### src/common/power_seq_cfg.svh
/*
  Timing counts and encodings for the module power sequencer.
  Assumes a 100 MHz system clock; included by the package and the sequencer.
*/
`ifndef POWER_SEQ_CFG_SVH
`define POWER_SEQ_CFG_SVH
`define CLK_PERIOD_NS       10
`define PWRON_LOW_NS        1000
`define PWRON_LOW_CYC       ((`PWRON_LOW_NS + `CLK_PERIOD_NS - 1) / `CLK_PERIOD_NS)
`define RESET_LOW_NS        1000
`define RESET_LOW_CYC       ((`RESET_LOW_NS + `CLK_PERIOD_NS - 1) / `CLK_PERIOD_NS)
`define CORE_RESET_NS       200
`define CORE_RESET_CYC      ((`CORE_RESET_NS + `CLK_PERIOD_NS - 1) / `CLK_PERIOD_NS)
`define NUM_IFACES          4
`define CNT_W               16
`define HALT_CFUN_VALUE     8'h7F
`endif

### src/common/power_seq_pkg.sv
/*
  Types for the module power sequencer.
  Assumes power_seq_cfg.svh is on the include path.
*/
`include "power_seq_cfg.svh"
package power_seq_pkg;
  typedef enum logic [3:0] {
    ST_NOT_POWERED = 4'h0,
    ST_RESET_HOLD  = 4'h1,
    ST_CORE_RESET  = 4'h2,
    ST_CONFIG      = 4'h3,
    ST_READY       = 4'h4,
    ST_SAVE        = 4'h5,
    ST_DETACH      = 4'h6,
    ST_POWER_OFF   = 4'h7,
    ST_HALT        = 4'h8
  } seq_state_t;

  typedef enum logic [1:0] {
    CMD_POWER_OFF = 2'h0,
    CMD_SW_RESET  = 2'h1,
    CMD_HALT      = 2'h2
  } cmd_kind_t;

  typedef struct packed {
    logic      valid;
    cmd_kind_t kind;
  } host_cmd_t;

  typedef struct packed {
    logic save_req;
    logic detach_req;
    logic reply_ok;
  } nv_net_t;
endpackage

### src/hw/low_pulse_filter.sv
/*
  Qualifies an active-low input that must stay low for a minimum number of cycles.
  Assumes the input is already synchronous to sys_clk.
*/
module low_pulse_filter #(
  parameter int MIN_CYC = 100
) (
  input  wire logic sys_clk,
  input  wire logic nrst,
  input  wire logic level_n,
  output logic      qualified
);
  localparam int W = $clog2(MIN_CYC + 1);
  logic [W-1:0] cnt_reg;
  logic [W-1:0] cnt_next;
  logic         q_reg;
  logic         q_next;

  always_comb begin
    cnt_next = cnt_reg;
    q_next   = 1'b0;
    if (level_n) begin
      cnt_next = '0;
    end else if (cnt_reg != W'(MIN_CYC)) begin
      cnt_next = cnt_reg + W'(1);
    end
    // One pulse per low episode, when the hold time is reached
    if (!level_n && cnt_reg == W'(MIN_CYC - 1)) begin
      q_next = 1'b1;
    end
  end

  always_ff @(posedge sys_clk or negedge nrst) begin
    if (!nrst) begin
      cnt_reg <= '0;
      q_reg   <= 1'b0;
    end else begin
      cnt_reg <= cnt_next;
      q_reg   <= q_next;
    end
  end

  assign qualified = q_reg;
endmodule

### src/hw/module_power_sequencer.sv
/*
  Switch-on, switch-off and reset sequencer of a cellular modem module.
  Assumes one 100 MHz clock, synchronous inputs, supply-good from an external detector.
*/
// How it works
// - Supply rising from below threshold switches on
// - Reset held low at rise defers start
// - Power-on request ignored while supply ramps
// - Power-off wakes on request, reset, alarm
// - Pull-ups on; RTC supply follows supply-valid
// - Digital pins tri-stated until IO supply
// - Core reset, ordered config, then ready
// - Greeting only with fixed baud rate
// - Power-off command saves, detaches, OK, off
// - Mini-card power-off command reboots instead
// - Supply loss shuts down without save
// - Halt command saves, detaches, replies OK
// - Long reset low: immediate reset/shutdown
// - Temperature danger shuts down if enabled
// - Software reset saves and detaches first
// - Pull-ups on every external reset input
`include "power_seq_cfg.svh"
module module_power_sequencer #(
  parameter int PWRON_MIN_CYC = `PWRON_LOW_CYC,
  parameter int RESET_MIN_CYC = `RESET_LOW_CYC,
  parameter int NUM_IF        = `NUM_IFACES
) (
  input  wire logic                      sys_clk,
  input  wire logic                      nrst,
  input  wire logic                      supply_valid,
  input  wire logic                      supply_low_start,
  input  wire logic                      power_on_request_n,
  input  wire logic                      ext_reset_n,
  input  wire logic                      rtc_alarm,
  input  wire logic                      mini_card,
  input  wire logic                      fixed_baud,
  input  wire logic                      greeting_en,
  input  wire logic                      temperature_supervisor_cmd,
  input  wire logic                      temp_danger,
  input  wire power_seq_pkg::host_cmd_t  host_cmd,
  input  wire logic                      nv_done,
  input  wire logic                      detach_done,
  input  wire logic [NUM_IF-1:0]         iface_done,
  output power_seq_pkg::nv_net_t         nv_net,
  output logic                           pullup_en,
  output logic                           rtc_supply_output,
  output logic                           io_supply_en,
  output logic                           pins_oe_allow,
  output logic                           core_reset_n,
  output logic [NUM_IF-1:0]              iface_cfg_en,
  output logic                           ready,
  output logic                           greeting_send
);
  import power_seq_pkg::*;

  // ----------------------------------------------------------------
  // Qualified low pulses
  // ----------------------------------------------------------------
  logic pwron_q;
  logic reset_q;

  low_pulse_filter #(.MIN_CYC(PWRON_MIN_CYC)) u_pwron_filt (
    .sys_clk   (sys_clk),
    .nrst      (nrst),
    .level_n   (power_on_request_n),
    .qualified (pwron_q)
  );

  low_pulse_filter #(.MIN_CYC(RESET_MIN_CYC)) u_reset_filt (
    .sys_clk   (sys_clk),
    .nrst      (nrst),
    .level_n   (ext_reset_n),
    .qualified (reset_q)
  );

  // ----------------------------------------------------------------
  // Sequencer
  // ----------------------------------------------------------------
  localparam int CW = `CNT_W;
  localparam int IW = (NUM_IF > 1) ? $clog2(NUM_IF) : 1;

  seq_state_t      state_reg;
  seq_state_t      state_next;
  logic [CW-1:0]   cnt_reg;
  logic [CW-1:0]   cnt_next;
  logic [IW-1:0]   if_idx_reg;
  logic [IW-1:0]   if_idx_next;
  logic [NUM_IF-1:0] cfg_reg;
  logic [NUM_IF-1:0] cfg_next;
  cmd_kind_t       kind_reg;
  cmd_kind_t       kind_next;
  logic            armed_reg;
  logic            armed_next;
  logic            ok_reg;
  logic            ok_next;
  logic            greet_reg;
  logic            greet_next;
  logic            temp_en_reg;
  logic            temp_en_next;

  always_comb begin
    state_next   = state_reg;
    cnt_next     = cnt_reg;
    if_idx_next  = if_idx_reg;
    cfg_next     = cfg_reg;
    kind_next    = kind_reg;
    armed_next   = armed_reg;
    ok_next      = 1'b0;
    greet_next   = 1'b0;
    temp_en_next = temperature_supervisor_cmd;
    case (state_reg)
      ST_NOT_POWERED: begin
        // Power-on request level is not looked at here
        if (supply_valid && armed_reg) begin
          armed_next = 1'b0;
          state_next = ST_RESET_HOLD;
        end
      end
      ST_RESET_HOLD: begin
        if (ext_reset_n) begin
          cnt_next   = '0;
          state_next = ST_CORE_RESET;
        end
      end
      ST_CORE_RESET: begin
        cnt_next = cnt_reg + CW'(1);
        if (cnt_reg == CW'(`CORE_RESET_CYC - 1)) begin
          if_idx_next = '0;
          cfg_next    = '0;
          state_next  = ST_CONFIG;
        end
      end
      ST_CONFIG: begin
        // Interfaces come up one at a time, in index order
        cfg_next[if_idx_reg] = 1'b1;
        if (iface_done[if_idx_reg]) begin
          if (if_idx_reg == IW'(NUM_IF - 1)) begin
            state_next = ST_READY;
            greet_next = greeting_en && fixed_baud;
          end else begin
            if_idx_next = if_idx_reg + IW'(1);
          end
        end
      end
      ST_READY: begin
        if (host_cmd.valid) begin
          kind_next  = host_cmd.kind;
          state_next = ST_SAVE;
        end
      end
      ST_SAVE: begin
        if (nv_done) begin
          state_next = ST_DETACH;
        end
      end
      ST_DETACH: begin
        if (detach_done) begin
          ok_next = 1'b1;
          if (kind_reg == CMD_HALT) begin
            state_next = ST_HALT;
          end else if (kind_reg == CMD_SW_RESET || mini_card) begin
            cnt_next   = '0;
            state_next = ST_CORE_RESET;
          end else begin
            state_next = ST_POWER_OFF;
          end
        end
      end
      ST_POWER_OFF: begin
        if (pwron_q || reset_q || rtc_alarm) begin
          cnt_next   = '0;
          state_next = ST_CORE_RESET;
        end
      end
      ST_HALT: begin
        state_next = ST_HALT;
      end
      default: begin
        state_next = ST_NOT_POWERED;
      end
    endcase
    // Supply must first fall below the start threshold to re-arm; re-arm wins over use
    if (supply_low_start) begin
      armed_next = 1'b1;
    end
    // Overriding shutdowns and mini-card resets: no save, no detach
    if (state_reg != ST_NOT_POWERED && state_reg != ST_RESET_HOLD) begin
      if (temp_en_reg && temp_danger) begin
        state_next = ST_POWER_OFF;
      end
      if (reset_q && state_reg != ST_POWER_OFF) begin
        cnt_next   = '0;
        state_next = mini_card ? ST_CORE_RESET : ST_POWER_OFF;
      end
    end
    if (!supply_valid) begin
      state_next = ST_NOT_POWERED;
    end
    if (state_next != ST_CONFIG) begin
      cfg_next = (state_next == ST_READY) ? cfg_reg : '0;
    end
  end

  always_ff @(posedge sys_clk or negedge nrst) begin
    if (!nrst) begin
      state_reg   <= ST_NOT_POWERED;
      cnt_reg     <= '0;
      if_idx_reg  <= '0;
      cfg_reg     <= '0;
      kind_reg    <= CMD_POWER_OFF;
      armed_reg   <= 1'b1;
      ok_reg      <= 1'b0;
      greet_reg   <= 1'b0;
      temp_en_reg <= 1'b0;
    end else begin
      state_reg   <= state_next;
      cnt_reg     <= cnt_next;
      if_idx_reg  <= if_idx_next;
      cfg_reg     <= cfg_next;
      kind_reg    <= kind_next;
      armed_reg   <= armed_next;
      ok_reg      <= ok_next;
      greet_reg   <= greet_next;
      temp_en_reg <= temp_en_next;
    end
  end

  // ----------------------------------------------------------------
  // Registered outputs
  // ----------------------------------------------------------------
  logic pull_reg;
  logic rtc_reg;
  logic io_reg;
  logic oe_reg;
  logic crst_reg;
  logic rdy_reg;
  logic save_reg;
  logic det_reg;
  logic pull_next;
  logic rtc_next;
  logic io_next;
  logic oe_next;
  logic crst_next;
  logic rdy_next;
  logic save_next;
  logic det_next;
  logic on_next;

  always_comb begin
    on_next   = state_next inside {ST_CORE_RESET, ST_CONFIG, ST_READY, ST_SAVE, ST_DETACH};
    pull_next = supply_valid;
    rtc_next  = supply_valid;
    io_next   = on_next;
    oe_next   = on_next && state_next != ST_CORE_RESET;
    crst_next = on_next && state_next != ST_CORE_RESET;
    rdy_next  = state_next == ST_READY;
    save_next = state_next == ST_SAVE;
    det_next  = state_next == ST_DETACH;
  end

  always_ff @(posedge sys_clk or negedge nrst) begin
    if (!nrst) begin
      pull_reg <= 1'b0;
      rtc_reg  <= 1'b0;
      io_reg   <= 1'b0;
      oe_reg   <= 1'b0;
      crst_reg <= 1'b0;
      rdy_reg  <= 1'b0;
      save_reg <= 1'b0;
      det_reg  <= 1'b0;
    end else begin
      pull_reg <= pull_next;
      rtc_reg  <= rtc_next;
      io_reg   <= io_next;
      oe_reg   <= oe_next;
      crst_reg <= crst_next;
      rdy_reg  <= rdy_next;
      save_reg <= save_next;
      det_reg  <= det_next;
    end
  end

  assign pullup_en         = pull_reg;
  assign rtc_supply_output = rtc_reg;
  assign io_supply_en      = io_reg;
  assign pins_oe_allow     = oe_reg;
  assign core_reset_n      = crst_reg;
  assign iface_cfg_en      = cfg_reg;
  assign ready             = rdy_reg;
  assign greeting_send     = greet_reg;
  assign nv_net            = '{save_req: save_reg, detach_req: det_reg, reply_ok: ok_reg};
endmodule

### config.mk
export PLATFORM = sky130hd
export DESIGN_NAME = module_power_sequencer
export DESIGN_NICKNAME = d
export VERILOG_FILES = /design/src/common/power_seq_pkg.sv /design/src/hw/low_pulse_filter.sv /design/src/hw/module_power_sequencer.sv
export VERILOG_INCLUDE_DIRS = /design/src /design/src/common
export SDC_FILE = /design/constraint.sdc
export NUM_CORES = 1
export LEC_CHECK = 0
export ABC_AREA = 0
export BUFFER_PORTS_ARGS = -buffer_cell sky130_fd_sc_hd__buf_2
export CORE_UTILIZATION = 42
export DETAILED_ROUTE_END_ITERATION = 8
export SLEW_MARGIN = 20
export SYNTH_ARGS = -nofsm -noshare
export SYNTH_HDL_FRONTEND = slang
export SYNTH_SLANG_ARGS = --single-unit
### constraint.sdc
create_clock -name sys_clk -period 1.84 [get_ports sys_clk]
set_clock_uncertainty 0.05 [all_clocks]
set_input_delay 0.368 -clock sys_clk [delete_from_list [all_inputs] [get_ports sys_clk]]
set_output_delay 0.368 -clock sys_clk [all_outputs]
set_load 0.02 [all_outputs]
==> flow_summary.toml <==
[logic_synthesis]
synth.lib_cells_used.distinct = 62
synth_top_cells_by_area = "dfrtp_1 (42%), nor2_1 (4.2%), o21ai_0 (3.8%)"
syn-num-nets = 362
synth_seq_area_share_pct = 43.2
yosysTopAreaCellShare_pct = 42.3
syn_avg_cell_area_sq_um = 9.44
yosysWarnings = 0
mappedNetlistArea_sq_mm = 0.00313
ffs_w_async_s_r_synth_pct = 100
synth_enable_flop_cells = 0
ys_seq_elements = 54
postSynth.topFlopCell = "dfrtp_1"
synth_top_area_cell = "dfrtp_1"
number_of_cells_produced_by_synthesis = 332

[clock_network]
clock_tree.root_cell = "clkbuf_8"
clock_latency_ns = 0.31
ctsHtreeMaxLevel = 2
clock_path_buffers = 2
cts_sinks = 54
cts.reportedPaths.clkPinSlew_ns = 0.10
cts_tree = "built"
number_of_cts_inserted_buffers = 5

[timing]
max_slew.worst_pin.slew_ns = 0.541
slew-limit-headroom_pct = 63.6
period_needed_ns = 2.09
timing.final.hold_violations = 0
post-route-worst-setup-slack_ns = -0.251
timing.fmax_mhz = 478
maxSlewViolCount = 0
finalSetupViolCount = 20
setup_repair_after_global_routing_missed_its_margin = "yes"
final_min_period_over_clock_period_pct = 114

[run]
drv.max_cap_violation_count = 0

[global_routing]
number_of_global_route_vias_before_repair = 2676
pin_count_of_the_biggest_net_entering_global_routing = 55
antenna_found_initial = 0
grt_first_pass_wirelength_um = 13100
grt.total_usage_pct = 21.6
grt_remaining_overflow = 0

[pwr]
seq_power_share_pct = 30.4
power.net_switching_mw = 1.94
irDropWorstVdd_mv = 0.455
sw_frac_of_total_pct = 37.4
comb_power_share_pct = 51.1
internal_power_mw = 3.24
p_clk_share_pct = 18.4
static-leakage-power_nw = 2.01
power_density_mw_per_mm2 = 1180

[critical_path]
timing.critical_path.to_type = "flip-flop"
crit_path_max_fanout = 3
timing.rr.end = "io_supply_en"
timing.reg2reg.worst_path_depth = 5
r2r_start = "if_idx_reg[0]"
worst-endpoint-required_ns = 1.97
worst_case_register_to_register_setup_slack_ns = -0.25
worstSetupPathType = "reg2reg"
cp-start-kind = "flip-flop"
data_arrival_time_of_the_critical_path_ns = 2.22

[finish]
antenna_cells = 0
multiInputGateArea_sq_mm = 0.00186
stdcell_area_sq_mm = 0.00438
largest_register_ff_count = 16
area.growth.synth_to_final_pct = 39.6
layout.cells.most_common = "buf_4"
finalNetCount = 463
fillerInstances = 657
drive_above_1_share_pct = 41.2
layout_common_cells = "buf_4 (67), dfrtp_1 (51), buf_2 (34), nor2_1 (32), nand2_1 (22)"
layout.area.seq_sq_mm = 0.00136

[floorplanning]
total_die_area_sq_mm = 0.00781
num_io_pins = 35
die_height_um = 88.4
initial_cell_density_of_the_core_pct = 43.4
core.rowCount = 31
core_sq_mm = 0.00721
die_outline_width_um = 88.4

[place]
placement.io_buffers = 34
postPlaceCellArea_sq_mm = 0.00384
placement.setup.worst_slack_ns = -0.285
post-dp-hpwl_um = 5510
gp_congestion = 0.814

[routing]
route.detailed.wl_per_inst_um = 15.1
drt-initial-drc-count = 197
route.vias.total = 2869
avgViaCountPerCell = 5.38
drt_drc_violations_left = 0
drt.antenna.violating_nets = 0
drt_pre_antenna_iters = 4
route.final.wire_length_um = 8070

[min_path]
hold_end = "temp_en_reg"
holdCritPathClass = "in2reg"
worstHoldStart = "temperature_supervisor_cmd"
whs_path_depth = 1

[outcome]
failed_checks = "setup timing"
outcome = "finished, violations left"
layer usage:
| metal | vias to the layer above | share of wire, % | GRT usage [%] |
|---|---|---|---|
| met1 | 1400 | 47 | 30.6 |
| met2 | 65 | 48 | 35.0 |
| met5 | - | 0 | 0 |
| met3 | 9 | 4.0 | 2.71 |
| met4 | 0 | 1.4 | 5.72 |
| li1 | 1395 | - | - |
repair_timing:
| item | CTS | global route |
|---|---|---|
| gates resized for setup | 17 | 52 |
| setup endpoints to repair | 30 | 30 |
| endpoints found under the hold margin | 17 | 0 |
| pin swaps | 12 | 15 |
| hold buffers | 1 | 0 |
| gates cloned | 1 | 0 |
| setup buffers | 5 | 10 |
cells in the mapped netlist (4+ instances only):
cell type	count
o21a_1	5
ha_1	9
inv_1	15
and2_1	7
o21ai_0	24
nand3_1	11
nor2_1	35
dfrtp_1	53
and3_1	9
clkbuf_1	8
nand2b_1	4
nor3_1	16
buf_4	5
buf_2	7
a21oi_1	15
nand2_1	26
xnor2_1	4
a31oi_1	13
worst max-delay path by stage:
stage / endpoint / slack (ns) / from
floorplan: iface_cfg_en[3] / -0.12 / cnt_reg[10]
global placement: iface_cfg_en[3] / -0.26 / cnt_reg[10]
detailed placement: core_reset_n / -0.29 / state_reg[0]
global route: io_supply_en / -0.28 / state_reg[0]
finish: io_supply_en / -0.25 / if_idx_reg[0]
CTS: core_reset_n / -0.23 / state_reg[0]
worst max-delay path, cell delays in order, from the launching register on:
cell,delay (ns)
dfrtp_1,0.39
mux4_2,0.57
a211oi_4,0.36
a2111oi_4,0.10
a311oi_1,0.37
o21ai_1,0.12
cells by family (layout without fill, tap and decap cells):
group                    after synthesis  in the layout  synth area share, %
XOR/XNOR                               7              7                 1.96
AND/OR/NAND/NOR                      136            136                 23.2
flip-flops                            54             54                 43.2
multiplexers                           6              6                 2.40
adder cells (fa/ha/maj)                9              9                 3.59
buffers and inverters                 35            137                 5.07
AO/OA/AOI/OAI                         85             85                 20.7
per-stage QoR:
step | util [%] | TNS (ns) | power, mW | std cells | hold WS [ns]
after floorplan | - | -0.534 | 2.69 | 332 | 0.0224
after global placement | 53.2 | -4.02 | 3.57 | 510 | 0.342
after detailed placement | 53.2 | -4.13 | 3.61 | 510 | 0.339
after CTS | 57.3 | -4.52 | 4.89 | 524 | 0.118
after global routing | 60.6 | -4.08 | 5.46 | 533 | 0.116
final | 60.6 | -2.06 | 5.18 | 533 | 0.129
power groups by stage:
stage               Combinational, mW  Clock [mW]  Sequential [mW]
floorplan                        1.12           0             1.58
CTS                              2.34       0.974             1.57
global placement                 1.99           0             1.58
global route                     2.84        1.01             1.61
finish                           2.65       0.955             1.58
detailed placement               2.02           0             1.58
area by class of cell:
| cell class | count | share of cell area, % |
|---|---|---|
| multi-input combinational | 243 | 42.6 |
| sequential | 54 | 31.0 |
| timing repair buffer | 114 | 19.2 |
| tap | 99 | 2.83 |
| clock buffer | 5 | 1.57 |
| clock inverter | 3 | 1.57 |
| inverter | 15 | 1.29 |
No activity file was read; power rests on OpenSTA's default activity.
